### config.mk
export PLATFORM = sky130hd
export DESIGN_NAME = dsi_regs
export DESIGN_NICKNAME = d
export VERILOG_FILES = /design/src/rtl/dsi_pkg.sv /design/src/rtl/dsi_regs.sv /design/src/rtl/dsi_sync.sv
export SDC_FILE = /design/constraint.sdc
export NUM_CORES = 1
export LEC_CHECK = 0
export BUFFER_PORTS_ARGS = -buffer_cell sky130_fd_sc_hd__buf_2
export CORE_UTILIZATION = 40
export DETAILED_ROUTE_END_ITERATION = 16
export GPL_TIMING_DRIVEN = 0
export HOLD_SLACK_MARGIN = 0.02
export RECOVER_POWER = 25
export SYNTH_ARGS = -nofsm -noshare
export SYNTH_HDL_FRONTEND = slang
export SYNTH_HIERARCHICAL = 1
export SYNTH_SLANG_ARGS = --single-unit
export TNS_END_PERCENT = 1
### constraint.sdc
create_clock -name CLK_SYS -period 4.2 [get_ports CLK_SYS]
set_clock_uncertainty 0.1 [all_clocks]
set_input_delay 0.63 -clock CLK_SYS [delete_from_list [all_inputs] [get_ports CLK_SYS]]
set_output_delay 0.63 -clock CLK_SYS [all_outputs]
set_load 0.02 [all_outputs]
### src/rtl/dsi_pkg.sv
// Package with offsets, field positions, reset values and codes of the block.
package dsi_pkg;
   // Register offsets in the access-layer map.
   localparam logic [3:0] OFF_KEY_STATE = 4'h7;
   localparam logic [3:0] OFF_RESET_REQ = 4'h8;
   localparam logic [3:0] OFF_CLK_CTRL = 4'h9;
   localparam logic [3:0] OFF_SYS_CTRL = 4'ha;
   localparam logic [3:0] OFF_SYS_STATE = 4'hb;
   localparam logic [3:0] OFF_CRC_STATE = 4'hc;
   // Field positions.
   localparam int KEY_UROW_BIT = 5;
   localparam int KEY_PROG_BIT = 4;
   localparam int KEY_ERASE_BIT = 3;
   localparam int RST_ACTIVE_BIT = 0;
   localparam int CTRL_COMMIT_BIT = 1;
   localparam int CTRL_SYSTEM_CLOCK_REQUEST_BIT = 0;
   localparam int ST_RESET_BIT = 5;
   localparam int ST_SLEEP_BIT = 4;
   localparam int ST_PROG_BIT = 3;
   localparam int ST_UROW_BIT = 2;
   localparam int ST_LOCK_BIT = 0;
   // Values and reset values.
   localparam logic [7:0] RESET_SIGNATURE = 8'h59;
   localparam logic [1:0] CLK_16MHZ = 2'h1;
   localparam logic [1:0] CLK_8MHZ = 2'h2;
   localparam logic [1:0] CLK_4MHZ = 2'h3;
   localparam logic [1:0] CLK_SEL_RESET = 2'h3;
   localparam logic [7:0] SYS_STATE_RESET = 8'h01;
   localparam logic [2:0] CRC_OFF = 3'h0;
   localparam logic [2:0] CRC_BUSY = 3'h1;
   localparam logic [2:0] CRC_PASS = 3'h2;
   localparam logic [2:0] CRC_FAIL = 3'h4;
   // Number of synchroniser stages for inputs from the system domain.
   localparam int SYNC_STAGES = 3;
endpackage : dsi_pkg

### src/rtl/dsi_regs.sv
// Access-layer system interface registers of the one-wire debug port.

// Function
// - Key bit 5 shows user-row write key
// - Key bit 4 programming key, auto clears
// - Key bit 3 erase key, auto clears
// - Signature write asserts held system reset
// - Other value written releases reset
// - Read shows reset held on bit 0
// - System reset leaves port logic intact
// - Clock select 1/2/3 = 16/8/4 MHz
// - Commit bit starts user-row flash programming
// - Commit accepted only with user-row key
// - Clock request bit holds system clock request
// - Clock request set on enable, cleared disable
// - Status bit 5 reset active, clear on read
// - Status bit 4 shows system asleep
// - Status bit 3 programming may begin
// - Status bit 2 user-row programming may begin
// - Status bit 0 locked, reset value one
// - CRC field one-hot state code
// - Registers reachable only by port instructions
// - Port disable drops request, resets keys
module dsi_regs (
   // Clock and reset of the debug port.
   input wire logic CLK_SYS,
   input wire logic SYS_RST,
   // Port enable; low means the physical interface is disabled.
   input wire logic PORT_ENABLE,
   // Access-layer register port, driven by the port's instruction decoder.
   input wire logic [3:0] REG_ADDR,
   input wire logic REG_WR,
   input wire logic REG_RD,
   input wire logic [7:0] REG_WDATA,
   output logic [7:0] REG_RDATA,
   // Key decoder levels, and key completion pulses from the system.
   input wire logic USER_ROW_WRITE_KEY_IN,
   input wire logic FLASH_PROGRAM_KEY_IN,
   input wire logic ERASE_KEY_IN,
   input wire logic PROG_DONE_IN,
   input wire logic ERASE_DONE_IN,
   // Status levels from the system domain.
   input wire logic SYSTEM_RESET_IN,
   input wire logic SYSTEM_ASLEEP_IN,
   input wire logic FLASH_PROG_READY_IN,
   input wire logic USER_ROW_PROG_READY_IN,
   input wire logic DEVICE_LOCKED_IN,
   input wire logic [2:0] CRC_STATE_IN,
   // Controls towards the system domain.
   output logic SYSTEM_RESET_HOLD,
   output logic SYSTEM_CLOCK_REQUEST,
   output logic USER_ROW_COMMIT,
   output logic [1:0] DEBUG_CLOCK_CHOICE
);
   logic [7:0] sync_in;
   logic [7:0] sync_out;
   logic sys_rst_s;
   logic asleep_s;
   logic prog_rdy_s;
   logic urow_rdy_s;
   logic locked_s;
   logic [2:0] crc_s;
   logic key_urow_r;
   logic key_prog_r;
   logic key_erase_r;
   logic reset_hold_r;
   logic system_clock_request_r;
   logic commit_r;
   logic [1:0] clk_sel_r;
   logic rst_seen_r;
   logic lock_r;
   logic [2:0] lock_settle_r;
   logic [2:0] crc_d_r;
   logic [2:0] crc_r;
   logic en_d_r;
   logic en_rise;
   logic [7:0] rdata_nxt;
   logic wr_rst;
   logic wr_clk;
   logic wr_ctrl;
   logic rd_state;

   // Edges after reset release until a level has crossed the whole bank.
   localparam logic [2:0] lock_settle_end = 3'(dsi_pkg::SYNC_STAGES + 1);

   // Levels from the system domain pass the synchroniser bank.
   assign sync_in = {SYSTEM_RESET_IN, SYSTEM_ASLEEP_IN, FLASH_PROG_READY_IN,
                     USER_ROW_PROG_READY_IN, DEVICE_LOCKED_IN, CRC_STATE_IN};

   dsi_sync #(
      .WIDTH(8)
   ) u_sync (
      .clk(CLK_SYS),
      .rst(SYS_RST),
      .din(sync_in),
      .dout(sync_out)
   );

   assign sys_rst_s = sync_out[7];
   assign asleep_s = sync_out[6];
   assign prog_rdy_s = sync_out[5];
   assign urow_rdy_s = sync_out[4];
   assign locked_s = sync_out[3];
   assign crc_s = sync_out[2:0];

   // Strobes are only formed from the port's own instructions.
   assign wr_rst = REG_WR && (REG_ADDR == dsi_pkg::OFF_RESET_REQ);
   assign wr_clk = REG_WR && (REG_ADDR == dsi_pkg::OFF_CLK_CTRL);
   assign wr_ctrl = REG_WR && (REG_ADDR == dsi_pkg::OFF_SYS_CTRL);
   assign rd_state = REG_RD && (REG_ADDR == dsi_pkg::OFF_SYS_STATE);

   // User-row key follows the decoder; the others are set by it and held until completions clear them; disable wipes.
   always_ff @(posedge CLK_SYS or posedge SYS_RST) begin
      if (SYS_RST) begin
         key_urow_r <= 1'b0;
         key_prog_r <= 1'b0;
         key_erase_r <= 1'b0;
      end else if (!PORT_ENABLE) begin
         key_urow_r <= 1'b0;
         key_prog_r <= 1'b0;
         key_erase_r <= 1'b0;
      end else begin
         key_urow_r <= USER_ROW_WRITE_KEY_IN;
         if (PROG_DONE_IN) begin
            key_prog_r <= 1'b0;
         end else if (FLASH_PROGRAM_KEY_IN) begin
            key_prog_r <= 1'b1;
         end
         if (ERASE_DONE_IN) begin
            key_erase_r <= 1'b0;
         end else if (ERASE_KEY_IN) begin
            key_erase_r <= 1'b1;
         end
      end
   end

   // Reset request: the port reset or a non-signature write clears it, never the system reset.
   always_ff @(posedge CLK_SYS or posedge SYS_RST) begin
      if (SYS_RST) begin
         reset_hold_r <= 1'b0;
      end else if (wr_rst) begin
         // Signature holds the reset, anything else releases it.
         reset_hold_r <= (REG_WDATA == dsi_pkg::RESET_SIGNATURE);
      end
   end

   // Debug clock choice; reserved code zero is ignored.
   always_ff @(posedge CLK_SYS or posedge SYS_RST) begin
      if (SYS_RST) begin
         clk_sel_r <= dsi_pkg::CLK_SEL_RESET;
      end else if (!PORT_ENABLE) begin
         clk_sel_r <= dsi_pkg::CLK_SEL_RESET;
      end else if (wr_clk && (REG_WDATA[1:0] != 2'h0)) begin
         clk_sel_r <= REG_WDATA[1:0];
      end
   end

   // Enable edge detection; its reset value of zero makes a port that is
   // enabled straight out of reset count as a fresh enable.
   always_ff @(posedge CLK_SYS or posedge SYS_RST) begin
      if (SYS_RST) begin
         en_d_r <= 1'b0;
      end else begin
         en_d_r <= PORT_ENABLE;
      end
   end

   // One cycle high on each rising edge of the port enable.
   assign en_rise = PORT_ENABLE && !en_d_r;

   // Clock request: set on each enable, cleared on disable, and written by
   // the debugger in between; the enable edge wins over a same-cycle write.
   always_ff @(posedge CLK_SYS or posedge SYS_RST) begin
      if (SYS_RST) begin
         system_clock_request_r <= 1'b0;
      end else if (!PORT_ENABLE) begin
         system_clock_request_r <= 1'b0;
      end else if (en_rise) begin
         system_clock_request_r <= 1'b1;
      end else if (wr_ctrl) begin
         system_clock_request_r <= REG_WDATA[dsi_pkg::CTRL_SYSTEM_CLOCK_REQUEST_BIT];
      end
   end

   // User-row commit: a one-cycle start pulse, taken only with the key.
   always_ff @(posedge CLK_SYS or posedge SYS_RST) begin
      if (SYS_RST) begin
         commit_r <= 1'b0;
      end else begin
         commit_r <= wr_ctrl && key_urow_r && PORT_ENABLE
                     && REG_WDATA[dsi_pkg::CTRL_COMMIT_BIT];
      end
   end

   // Sticky reset flag; a new reset wins over the read that clears it.
   always_ff @(posedge CLK_SYS or posedge SYS_RST) begin
      if (SYS_RST) begin
         rst_seen_r <= 1'b0;
      end else if (sys_rst_s || reset_hold_r) begin
         rst_seen_r <= 1'b1;
      end else if (rd_state) begin
         rst_seen_r <= 1'b0;
      end
   end

   // Counts the edges after reset release until the synchroniser bank has
   // filled; before that its outputs still show their own reset values.
   always_ff @(posedge CLK_SYS or posedge SYS_RST) begin
      if (SYS_RST) begin
         lock_settle_r <= 3'h0;
      end else if (lock_settle_r != lock_settle_end) begin
         lock_settle_r <= lock_settle_r + 3'h1;
      end
   end

   // Lock status keeps its reset value of one until the bank has settled,
   // so a locked device never reads as unlocked just after reset.
   always_ff @(posedge CLK_SYS or posedge SYS_RST) begin
      if (SYS_RST) begin
         lock_r <= 1'b1;
      end else if (lock_settle_r == lock_settle_end) begin
         lock_r <= locked_s;
      end
   end

   // The scan code moves several bits at once; it is taken only once the
   // whole synchronised word has held still, so no mixed code is shown.
   always_ff @(posedge CLK_SYS or posedge SYS_RST) begin
      if (SYS_RST) begin
         crc_d_r <= dsi_pkg::CRC_OFF;
         crc_r <= dsi_pkg::CRC_OFF;
      end else begin
         crc_d_r <= crc_s;
         if (crc_d_r == crc_s) begin
            crc_r <= crc_s;
         end
      end
   end

   // Read multiplexer; unused bits and unmapped offsets read zero.
   always_comb begin
      rdata_nxt = 8'h00;
      case (REG_ADDR)
         dsi_pkg::OFF_KEY_STATE: begin
            rdata_nxt[dsi_pkg::KEY_UROW_BIT] = key_urow_r;
            rdata_nxt[dsi_pkg::KEY_PROG_BIT] = key_prog_r;
            rdata_nxt[dsi_pkg::KEY_ERASE_BIT] = key_erase_r;
         end
         dsi_pkg::OFF_RESET_REQ: begin
            rdata_nxt[dsi_pkg::RST_ACTIVE_BIT] = reset_hold_r;
         end
         dsi_pkg::OFF_CLK_CTRL: begin
            rdata_nxt[1:0] = clk_sel_r;
         end
         dsi_pkg::OFF_SYS_CTRL: begin
            rdata_nxt[dsi_pkg::CTRL_SYSTEM_CLOCK_REQUEST_BIT] = system_clock_request_r;
         end
         dsi_pkg::OFF_SYS_STATE: begin
            rdata_nxt[dsi_pkg::ST_RESET_BIT] = rst_seen_r;
            rdata_nxt[dsi_pkg::ST_SLEEP_BIT] = asleep_s;
            rdata_nxt[dsi_pkg::ST_PROG_BIT] = prog_rdy_s;
            rdata_nxt[dsi_pkg::ST_UROW_BIT] = urow_rdy_s;
            rdata_nxt[dsi_pkg::ST_LOCK_BIT] = lock_r;
         end
         dsi_pkg::OFF_CRC_STATE: begin
            rdata_nxt[2:0] = crc_r;
         end
         default: begin
            rdata_nxt = 8'h00;
         end
      endcase
   end

   // Read data is registered on the read strobe.
   always_ff @(posedge CLK_SYS or posedge SYS_RST) begin
      if (SYS_RST) begin
         REG_RDATA <= 8'h00;
      end else if (REG_RD) begin
         REG_RDATA <= rdata_nxt;
      end
   end

   // Held reset towards the system domain; it never reaches this port.
   always_ff @(posedge CLK_SYS or posedge SYS_RST) begin
      if (SYS_RST) begin
         SYSTEM_RESET_HOLD <= 1'b0;
      end else begin
         SYSTEM_RESET_HOLD <= reset_hold_r;
      end
   end

   // Clock request towards the system, high while the stored bit is set.
   always_ff @(posedge CLK_SYS or posedge SYS_RST) begin
      if (SYS_RST) begin
         SYSTEM_CLOCK_REQUEST <= 1'b0;
      end else begin
         SYSTEM_CLOCK_REQUEST <= system_clock_request_r;
      end
   end

   // One-cycle commit pulse towards the flash controller.
   always_ff @(posedge CLK_SYS or posedge SYS_RST) begin
      if (SYS_RST) begin
         USER_ROW_COMMIT <= 1'b0;
      end else begin
         USER_ROW_COMMIT <= commit_r;
      end
   end

   // Debug clock choice towards the clock generator.
   always_ff @(posedge CLK_SYS or posedge SYS_RST) begin
      if (SYS_RST) begin
         DEBUG_CLOCK_CHOICE <= dsi_pkg::CLK_SEL_RESET;
      end else begin
         DEBUG_CLOCK_CHOICE <= clk_sel_r;
      end
   end
endmodule : dsi_regs

### src/rtl/dsi_sync.sv
// Three-stage synchroniser bank for status levels from the system domain.
module dsi_sync #(
   parameter int WIDTH = 8
) (
   // Clock and reset.
   input wire logic clk,
   input wire logic rst,
   // Asynchronous levels in, filtered levels out.
   input wire logic [WIDTH-1:0] din,
   output logic [WIDTH-1:0] dout
);
   logic [WIDTH-1:0] s1_r;
   logic [WIDTH-1:0] s2_r;
   logic [WIDTH-1:0] s3_r;

   // Each bit has its own chain; it changes once stages two and three agree.
   genvar g;
   generate
      for (g = 0; g < WIDTH; g++) begin : g_bit
         always_ff @(posedge clk or posedge rst) begin
            if (rst) begin
               s1_r[g] <= 1'b0;
               s2_r[g] <= 1'b0;
               s3_r[g] <= 1'b0;
               dout[g] <= 1'b0;
            end else begin
               s1_r[g] <= din[g];
               s2_r[g] <= s1_r[g];
               s3_r[g] <= s2_r[g];
               if (s2_r[g] == s3_r[g]) begin
                  dout[g] <= s3_r[g];
               end
            end
         end
      end
   endgenerate
endmodule : dsi_sync

==> results of run 1 <==
-- cell usage in the layout (no fill, tap or decap), types with 2 or more instances in the layout --
cell	instances
nor3_1	2
mux2_2	3
clkbuf_8	11
and4_1	2
dfstp_2	3
nor2b_1	7
xnor2_1	4
buf_4	2
dfstp_1	2
a41o_1	2
buf_2	39
nand3_1	2
clkbuf_1	4
nor2_1	9
inv_1	10
conb_1	2
o21ai_0	4
nand3b_1	3
nand4_1	3
ha_1	2
a21boi_0	2
clkinv_2	2
maj3_2	8
dfrtp_1	58
nor4bb_1	2
nand2_1	4
a221o_1	5
-- power by group through the flow --
stage	Combinational (mW)	Sequential (mW)	Clock, mW
after floorplan	0.0593	0.684	0
after detailed placement	0.0944	0.687	0
final	0.0964	0.675	0.457
after global placement	0.0910	0.685	0
after global routing	0.109	0.680	0.503
after CTS	0.0951	0.676	0.474
-- kinds of logic (layout without fill, tap and decap cells) --
kind of cell | after synthesis | count (layout) | synth area share, %
AO/OA/AOI/OAI | 16 | 16 | 5.87
XOR/XNOR | 4 | 4 | 1.58
adder cells (fa/ha/maj) | 10 | 10 | 5.19
buffers and inverters | 14 | 70 | 2.76
flip-flops | 63 | 63 | 71.3
multiplexers | 4 | 4 | 2.54
other | 1 | 2 | 0.169
AND/OR/NAND/NOR | 39 | 39 | 10.5
-- worst min path at each step --
stage | to | start | slack, ns | depth (start not counted)
after floorplan | USER_ROW_COMMIT$_DFF_PP0_ | commit_r$_DFF_PP0_ | 0.23 | 0
after global placement | USER_ROW_COMMIT$_DFF_PP0_ | commit_r$_DFF_PP0_ | 0.23 | 0
after detailed placement | u_sync/s2_r[6]$_DFF_PP0_ | u_sync/s1_r[6]$_DFF_PP0_ | 0.23 | 0
after CTS | u_sync/s2_r[6]$_DFF_PP0_ | u_sync/s1_r[6]$_DFF_PP0_ | 0.25 | 0
after global routing | u_sync/s2_r[4]$_DFF_PP0_ | u_sync/s1_r[4]$_DFF_PP0_ | 0.25 | 0
final | u_sync/s2_r[3]$_DFF_PP0_ | u_sync/s1_r[3]$_DFF_PP0_ | 0.24 | 0
-- stage by stage --
stage,setup slack (ns),hold WS (ns),utilization [%]
5_1_grt,2.44,0.254,51.7
4_1_cts,2.46,0.250,51.2
3_3_place_gp,2.22,0.232,47.8
6_report,2.47,0.244,51.7
3_5_place_dp,2.21,0.235,47.8
2_1_floorplan,2.47,0.231,-
-- final cells by class --
| type | instances | share of cell area [%] |
|---|---|---|
| buffer | 4 | 0.878 |
| clock buffer | 13 | 5.87 |
| clock inverter | 3 | 0.647 |
| inverter | 10 | 1.39 |
| multi-input combinational | 75 | 21.3 |
| sequential | 63 | 58.5 |
| tap | 70 | 3.23 |
| timing repair buffer | 40 | 8.18 |
-- state kept, by name, summed over array words and instances, names as in the netlist, 2 cells and up --
register            cells
lock_settle_r           3
u_sync/s1_r             8
crc_d_r                 3
DEBUG_CLOCK_CHOICE      2
u_sync/s3_r             8
clk_sel_r               2
u_sync/s2_r             8
u_sync/dout             8
REG_RDATA               6
crc_r                   3
-- metal layers --
layer | track usage, % | vias to the layer above
met3 | 4.91 | 8
met2 | 23.3 | 41
li1 | - | 629
met5 | 0 | -
met1 | 18.0 | 645
met4 | 9.62 | 0
==> impl_metrics.tcl, run 1 <==
set metrics [dict create \
    switchingPower_mw 0.284 \
    synth_commonest_cells "dfrtp_1, inv_1, nor2_1, maj3_2, nor2b_1" \
    seq_area_um2 1580 \
    yosysTopAreaCellShare_pct 65.4 \
    p_int_mw 0.944 \
    run_status "completed" \
    r2r_cells 3 \
    die_area_um2 5850 \
    synth-seq-cells 63 \
    drcViolationCount 0 \
    vdd_drop_max_mv 0.225 \
    cts.hold.buffers_added 0 \
    maxCapViolations 0 \
    synth_edf_count 0 \
    start_util_pct 42.4 \
    max-slew-margin-rel_pct 24.2 \
    clockPowerShare_pct 37.2 \
    netlist_area_um2 2220 \
    endpoint "DEBUG_CLOCK_CHOICE[0]" \
    globalplace.congestion 0.745 \
    swShare_pct 23.1 \
    fin_area_um2 2710 \
    clockBufferDepth 2 \
    clkLatencyLatePin_ns 0.32 \
    vias 1323 \
    ys_async_sr_fraction_pct 100 \
    n_antenna_cell 0 \
    synth_most_common_cell "dfrtp_1" \
    power_frac_seq_pct 55.0 \
    clock-sinks 63 \
    r2r-end "REG_RDATA[0]$_DFFE_PP0P_" \
    cts_tree "done" \
    path_max_fanout 1 \
    fin_crit_ns 1.73 \
    ctsRootBufferMaster "clkbuf_8" \
    grt_pass1_vias 1429 \
    p_comb_share_pct 7.9 \
    slew_viol_final 0 \
    r2r_slack_ns 2.65 \
    path_cells "buf_2" \
    fill_cells 464 \
    place_inst 261 \
    cts_made_buffers 9 \
    timing.rr.start "reset_hold_r$_DFFE_PP0P_" \
    avgRoutedWirePerCell_um 13.4 \
    final_cells 278 \
    p_total_mw 1.23 \
    rows 26 \
    core_area_um2 5240 \
    layout-drive-gt1-share_pct 35.1 \
    avgViaCountPerCell 4.76 \
    synth_top_area_cell "dfrtp_1" \
    met3RoutedLength_um 215 \
    wl_met2_um 1750 \
    m1WireLength_um 1710 \
    cp_slowest_stage_delay_ns 0.52 \
    fp.dieH_um 76.5 \
    overflow 0 \
    grt_antenna_before_repair 0 \
    path_depth 1 \
    period_share_pct 41.1 \
    startpoint "DEBUG_CLOCK_CHOICE[0]$_DFF_PP1_" \
    portBuffers 39 \
    die_w_um 76.5 \
    grt_max_degree 33 \
    wl_um 3740 \
    hold_violations 0 \
    final_net_count 235 \
    clk_pin_slew_worst_paths_ns 0.06 \
    multiInputGateArea_um2 578 \
    arrival_ns 1.00 \
    setup-violations-final 0 \
    worst-path-buf-inv 1 \
    tns_ns 0 \
    required_ns 3.47 \
    crit_type "flop to primary output" \
    worst_pin_slew_ns 1.14 \
    synth_area_per_cell_um2 14.7 \
    grt_usage_pct 15.0 \
    synthTopCellsByArea "dfrtp_1, dfstp_2, maj3_2" \
    crit_family "flip-flops" \
    dp_hpwl_um 2610 \
    synth_ff_type "dfrtp_1" \
    h-tree-depth 3 \
    start_kind "flop" \
    syn2layout_area_growth_pct 22.1 \
    drtPass1Iterations 4 \
    grt_pass1_wl_um 6560 \
    fmaxAchievable_ghz 0.580 \
    hold_class "flop to flop" \
    first_iter_violations 44 \
    ios 43 \
    netlist_instances 151 \
    post_dp_cell_area_um2 2500 \
    p_leak_nw 1.30 \
    yosysSeqAreaShare_pct 71.3 \
    pwr_density_cell_nw_per_um2 454 \
    post_cts_buffers 0 \
    rsz0062_at_grt "no" \
    highest_layer "met4" \
    drtAntennaViolNets 0 \
    yosys_warnings 6 \
    post_cts_resized 0 \
    cp-end-kind "primary output" \
    worst_path_max_delay_cell "dfstp_2" \
    synth_cell_types 33 \
]
Power figures use the tool's default switching activity.
==> run 2: changes to the inputs <==
--- a/config.mk
+++ b/config.mk
@@ -5,6 +5,7 @@
 export SDC_FILE = /design/constraint.sdc
 export NUM_CORES = 1
 export LEC_CHECK = 0
+export ABC_AREA = 1
 export BUFFER_PORTS_ARGS = -buffer_cell sky130_fd_sc_hd__buf_2
 export CORE_UTILIZATION = 40
 export DETAILED_ROUTE_END_ITERATION = 16
==> constraint.sdc (replaced) <==
create_clock -name CLK_SYS -period 1.4 [get_ports CLK_SYS]
set_clock_uncertainty 0.1 [all_clocks]
set_input_delay 0.21 -clock CLK_SYS [delete_from_list [all_inputs] [get_ports CLK_SYS]]
set_output_delay 0.21 -clock CLK_SYS [all_outputs]
set_load 0.02 [all_outputs]
==> impl_metrics.tcl, run 2 <==
set metrics [dict create \
    start_util_pct 41.5 \
    final_common_cell "dfrtp_1" \
    first_iter_violations 38 \
    clockBufferDepth 2 \
    globalplace.congestion 0.730 \
    grt_usage_pct 14.5 \
    crit_type "flop to primary output" \
    tns_ns 0 \
    overflow 0 \
    path_cells "buf_2" \
    r2r_slack_ns 0.09 \
    rsz0062_at_grt "no" \
    r2r_cells 4 \
    r2r-end "lock_r$_DFFE_PP1N_" \
    yosysSeqAreaShare_pct 69.2 \
    path_max_fanout 1 \
    h-tree-depth 3 \
    cp_slowest_stage_delay_ns 0.51 \
    holdPathStages 3 \
    vias 1590 \
    synth_top_family_by_area "simple AND/OR/NAND/NOR gates" \
    ctsRootBufferMaster "clkbuf_8" \
    pwr_density_cell_nw_per_um2 1370 \
    setup-violations-final 0 \
    avgViaCountPerCell 4.60 \
    ys_async_sr_fraction_pct 100 \
    avgRoutedWirePerCell_um 10.9 \
    ios 43 \
    worst_pin_slew_ns 1.16 \
    layout-drive-gt1-share_pct 24.8 \
    rows 27 \
    synth.area.mux_share_pct 0.492 \
    synth_compound_area_share_pct 4.10 \
    synth_ff_type "dfrtp_1" \
    timing.rr.start "lock_settle_r[0]$_DFFE_PP0P_" \
    hold_class "input port to flop" \
    hold_violations 0 \
    portBuffers 40 \
    synth_area_per_cell_um2 11.1 \
    start_kind "flop" \
    worst_path_max_delay_cell "dfstp_2" \
    grt_pass1_wl_um 6480 \
    fp.dieH_um 77.6 \
    syn2layout_area_growth_pct 27.4 \
    fin_crit_ns 1.31 \
    vdd_drop_max_mv 0.705 \
    layout_common_cells "dfrtp_1, buf_2, nand2_1" \
    synth_top_area_cell "dfrtp_1" \
    synth_cell_types 25 \
    grt_pass1_vias 1537 \
    die_w_um 77.6 \
    synth-xor-area-share_pct 1.91 \
    synth_edf_count 0 \
    run_status "completed" \
    crit_family "flip-flops" \
    worst-path-buf-inv 1 \
    cts_made_buffers 9 \
    required_ns 1.09 \
    synthTopCellsByArea "dfrtp_1, nand2_1, dfstp_2" \
    synth_commonest_cells "dfrtp_1, nand2_1, nor2_1, inv_1, nand3_1" \
    maxCapViolations 0 \
    max-slew-margin-rel_pct 22.3 \
    synth_most_common_cell "dfrtp_1" \
    drtAntennaViolNets 0 \
    synthAdderAreaFrac_pct 1.09 \
    yosys_warnings 6 \
    final_net_count 303 \
    grt_antenna_before_repair 0 \
    synth_simple_gate_area_share_pct 18.8 \
    drtPass1Iterations 4 \
    wl_um 3760 \
    p_leak_nw 1.48 \
    synth-seq-cells 63 \
    grt_max_degree 33 \
    netlist_area_um2 2290 \
    arrival_ns 1.00 \
    clock-sinks 63 \
    core_area_um2 5510 \
    p_total_mw 4.00 \
    fin_util_pct 52.9 \
    clk_pin_slew_worst_paths_ns 0.06 \
    hold_start "FLASH_PROGRAM_KEY_IN" \
    dp_hpwl_um 2600 \
    slew_viol_final 0 \
    period_share_pct 93.2 \
    n_antenna_cell 0 \
    fmaxAchievable_ghz 0.766 \
    min_to "key_prog_r$_DFFE_PP0P_" \
    netlist_instances 206 \
    die_area_um2 6020 \
    clkLatencyLatePin_ns 0.34 \
    drcViolationCount 0 \
    cts_tree "done" \
    cp-end-kind "primary output" \
    yosysTopAreaCellShare_pct 63.5 \
]
-- run 2: cell types whose count changed in the layout (fill, tap and decap cells not counted), moves of 4 or more --
cell,delta
a221o_1,-5
a21oi_1,+9
maj3_2,-8
clkbuf_1,-4
nor2b_1,-7
dlygate4sd3_1,+12
nor2_1,+14
inv_1,+10
nand3_1,+18
nand2_1,+35
-- run 2: power breakdown --
part           internal, mW  switching, mW
combinational         0.145          0.198
clock                 0.971          0.626
sequential             1.98         0.0831
total                  3.09          0.907
-- run 2: stage by stage --
stage / worst slack [ns] / cells / instance area (um^2) / hold slack (ns)
after CTS: 0.0368 / 347 / 2920 / 0.0253
after global placement: -0.0257 / 319 / 2580 / 0.218
after floorplan: 0.174 / 207 / 2290 / 0.141
after global routing: 0.0263 / 346 / 2910 / 0.0356
after detailed placement: -0.0594 / 319 / 2580 / 0.219
final: 0.0950 / 346 / 2910 / 0.0271
-- run 2: cell families after synthesis --
logic type,count (synthesis)
mux,1
fa+ha+maj,2
simple gates,93
other cells,1
buf+inv,24
flops,63
compound gates,17
xor+xnor,5
-- run 2: area by class of cell --
cell class                      instances  area, um^2
Fill cell                             516        2590
Inverter                               22        82.6
Clock buffer                            9         124
Tap cell                               72        90.1
Sequential cell                        63        1580
Clock inverter                          5        75.1
Multi-Input combinational cell        120         611
Buffer                                  2        15.0
Timing Repair Buffer                   53         333
-- run 2: worst max-delay path by stage --
| stage | from | endpoint | slack [ns] | cells past startpoint |
|---|---|---|---|---|
| 2_1_floorplan | lock_settle_r[0]$_DFFE_PP0P_ | lock_r$_DFFE_PP1N_ | 0.17 | 4 |
| 3_3_place_gp | SYS_RST | u_sync/dout[3]$_DFFE_PP0N_ | -0.03 | 2 |
| 3_5_place_dp | SYS_RST | lock_settle_r[2]$_DFFE_PP0P_ | -0.06 | 2 |
| 4_1_cts | PROG_DONE_IN | key_prog_r$_DFFE_PP0P_ | 0.04 | 4 |
| 5_1_grt | lock_settle_r[0]$_DFFE_PP0P_ | lock_r$_DFFE_PP1N_ | 0.03 | 4 |
| 6_report | DEBUG_CLOCK_CHOICE[1]$_DFF_PP1_ | DEBUG_CLOCK_CHOICE[1] | 0.09 | 1 |
-- run 2: timing repair --
item	in CTS	in global routing
setup buffers	0	0
hold buffers	14	0
gates resized for setup	0	1
hold endpoints to repair	12	0
setup endpoints to repair	0	2
-- run 2: layer usage --
| layer | GRT usage [%] | vias to the layer above | wire, um | part of all wire (%) |
|---|---|---|---|---|
| li1 | - | 783 | - | - |
| met1 | 15.5 | 752 | 1710 | 46 |
| met2 | 23.7 | 47 | 1730 | 46 |
| met3 | 7.88 | 8 | 259 | 6.9 |
| met4 | 6.23 | 0 | 57 | 1.5 |
| met5 | 0 | - | 0 | 0 |
==> run 3: changes to the inputs <==
--- a/config.mk
+++ b/config.mk
@@ -11,7 +11,8 @@
 export DETAILED_ROUTE_END_ITERATION = 16
 export GPL_TIMING_DRIVEN = 0
 export HOLD_SLACK_MARGIN = 0.02
-export RECOVER_POWER = 25
+export PLACE_DENSITY_LB_ADDON = 0.08
+export RECOVER_POWER = 100
 export SYNTH_ARGS = -nofsm -noshare
 export SYNTH_HDL_FRONTEND = slang
 export SYNTH_HIERARCHICAL = 1
==> impl_metrics.tcl, run 3 (synthesized netlist as in run 2, its figures left out) <==
set metrics [dict create \
    run_status "complete, but fails checks" \
    violations "negative setup slack" \
    start_util_pct 41.5 \
    rows 27 \
    arrival_ns 1.59 \
    r2r_cells 3 \
    p_leak_nw 1.44 \
    fin_ws_ns -0.0173 \
    grt_pass1_wl_um 6950 \
    worst_path_max_delay_cell "dlygate4sd3_1" \
    cp-end-kind "flop" \
    overflow 0 \
    layout-drive-gt1-share_pct 21.4 \
    required_ns 1.57 \
    die_w_um 77.6 \
    fmaxAchievable_ghz 0.706 \
    avgViaCountPerCell 4.44 \
    p_total_mw 4.01 \
    vias 1546 \
    start_kind "input port" \
    rsz0062_at_grt "no" \
    clockPowerShare_pct 40.1 \
    n_antenna_cell 0 \
    layout_common_cells "dfrtp_1, nand2_1, buf_2" \
    multiInputGateArea_um2 599 \
    cts_tree "done" \
    swShare_pct 23.1 \
    avgRoutedWirePerCell_um 11.1 \
    final_common_cell "dfrtp_1" \
    pwr_density_cell_nw_per_um2 1380 \
    drcViolationCount 0 \
    cp_slowest_stage_delay_ns 0.56 \
    clkLatencyLatePin_ns 0.33 \
    grt_pass1_vias 1545 \
    hold_violations 0 \
    hold_class "input port to flop" \
    cts_made_buffers 9 \
    die_area_um2 6020 \
    h-tree-depth 3 \
    setup-violations-final 1 \
    path_cells "dlygate4sd3_1 -> buf_2 -> nor3_2 -> dlygate4sd3_1" \
    drtPass1Iterations 4 \
    first_iter_violations 86 \
    tns_ns -0.0173 \
    portBuffers 40 \
    power_frac_seq_pct 51.6 \
    globalplace.congestion 0.716 \
    drtAntennaViolNets 0 \
    core_area_um2 5510 \
    preCtsSetupSlack_ns -0.0692 \
    worst_pin_slew_ns 1.17 \
    switchingPower_mw 0.927 \
    post_cts_buffers 0 \
    path_max_fanout 1 \
    seq_area_um2 1580 \
    fin_crit_ns 1.42 \
    dp_hpwl_um 2580 \
    clockBufferDepth 2 \
    grt_antenna_before_repair 0 \
    fp.dieH_um 77.6 \
    ios 43 \
    maxCapViolations 0 \
    crit_type "input port to flop" \
    crit_path_frequent_cell "dlygate4sd3_1" \
    clock-sinks 63 \
    period_share_pct 101 \
    syn2layout_area_growth_pct 26.6 \
    p_comb_share_pct 8.3 \
    p_int_mw 3.08 \
    slew_viol_final 0 \
    vdd_drop_max_mv 0.779 \
    holdPathStages 2 \
    wl_um 3860 \
    clk_pin_slew_worst_paths_ns 0.07 \
    grt_max_degree 33 \
    final_net_count 303 \
    grt_usage_pct 15.5 \
    fill_cells 521 \
    ctsRootBufferMaster "clkbuf_8" \
    max-slew-margin-rel_pct 22.2 \
]
run 3: changes by cell type in the layout (fill, tap and decap cells not counted):
| cell | delta |
|---|---|
| buf_2 | -13 |
| clkbuf_1 | +11 |
| clkbuf_2 | +3 |
| clkbuf_8 | +3 |
| bufinv_16 | -1 |
| clkinv_2 | -1 |
| dlygate4sd3_1 | +1 |
| dlymetal6s4s_1 | -1 |
| nor2_1 | +1 |
| nor2_8 | -1 |
| nor3_1 | -1 |
| nor3_2 | +1 |
run 3: power groups by stage:
stage | clock (mW) | combinational [mW] | sequential (mW)
final | 1.61 | 0.333 | 2.07
after global routing | 1.78 | 0.385 | 2.09
after CTS | 1.68 | 0.348 | 2.07
after detailed placement | 0 | 0.319 | 2.10
after global placement | 0 | 0.316 | 2.10
after floorplan | 0 | 0.190 | 2.10
run 3: critical path, delay by kind of cell:
kind	cells	cell delay, ns
and+or+nand+nor	1	0.15
buffers and inverters	3	1.22
run 3: cell type report:
class	count	share of cell area, %
multi-input cells	120	20.7
plain buffers	2	0.518
clock buffers	13	5.83
flip-flops and latches	63	54.6
inverters	22	2.85
repair buffers	53	11.0
well taps	72	3.11
clock inverters	3	1.38
run 3: what timing repair did:
item / in CTS / in global routing
endpoints found under the hold margin: 12 / 0
gates resized for setup: 0 / 1
endpoints found under the setup margin: 0 / 1
hold buffers: 13 / 0
run 3: metal layers:
| layer | GRT usage, % | vias to the layer above | wire [um] | share of wire (%) |
|---|---|---|---|---|
| met1 | 19.5 | 716 | 1860 | 48 |
| met5 | 0 | - | 0 | 0 |
| met2 | 23.4 | 36 | 1780 | 46 |
| li1 | - | 784 | - | - |
| met4 | 10.4 | 0 | 79 | 2.0 |
| met3 | 4.47 | 10 | 149 | 3.9 |
run 3: final timing paths:
kind	start	to	slack [ns]
hold reg to reg	u_sync/s1_r[1]$_DFF_PP0_	u_sync/s2_r[1]$_DFF_PP0_	0.25
setup / recovery	PROG_DONE_IN	key_prog_r$_DFFE_PP0P_	-0.02
min in group asynchronous	SYS_RST	u_sync/dout[3]$_DFFE_PP0N_	0.08
setup reg to reg	key_prog_r$_DFFE_PP0P_	key_prog_r$_DFFE_PP0P_	0.07
hold / removal	REG_RD	REG_RDATA[1]$_DFFE_PP0P_	0.05
max in group asynchronous	SYS_RST	crc_d_r[2]$_DFF_PP0_	0.41
run 3: stage by stage:
stage	instances	hold slack, ns	util (%)	instance area, um^2
final	348	0.0523	52.6	2900
after global placement	319	0.219	46.9	2580
after detailed placement	319	0.219	46.9	2580
after floorplan	207	0.141	-	2290
after global routing	348	0.0492	52.6	2900
after CTS	348	0.0301	53.0	2920
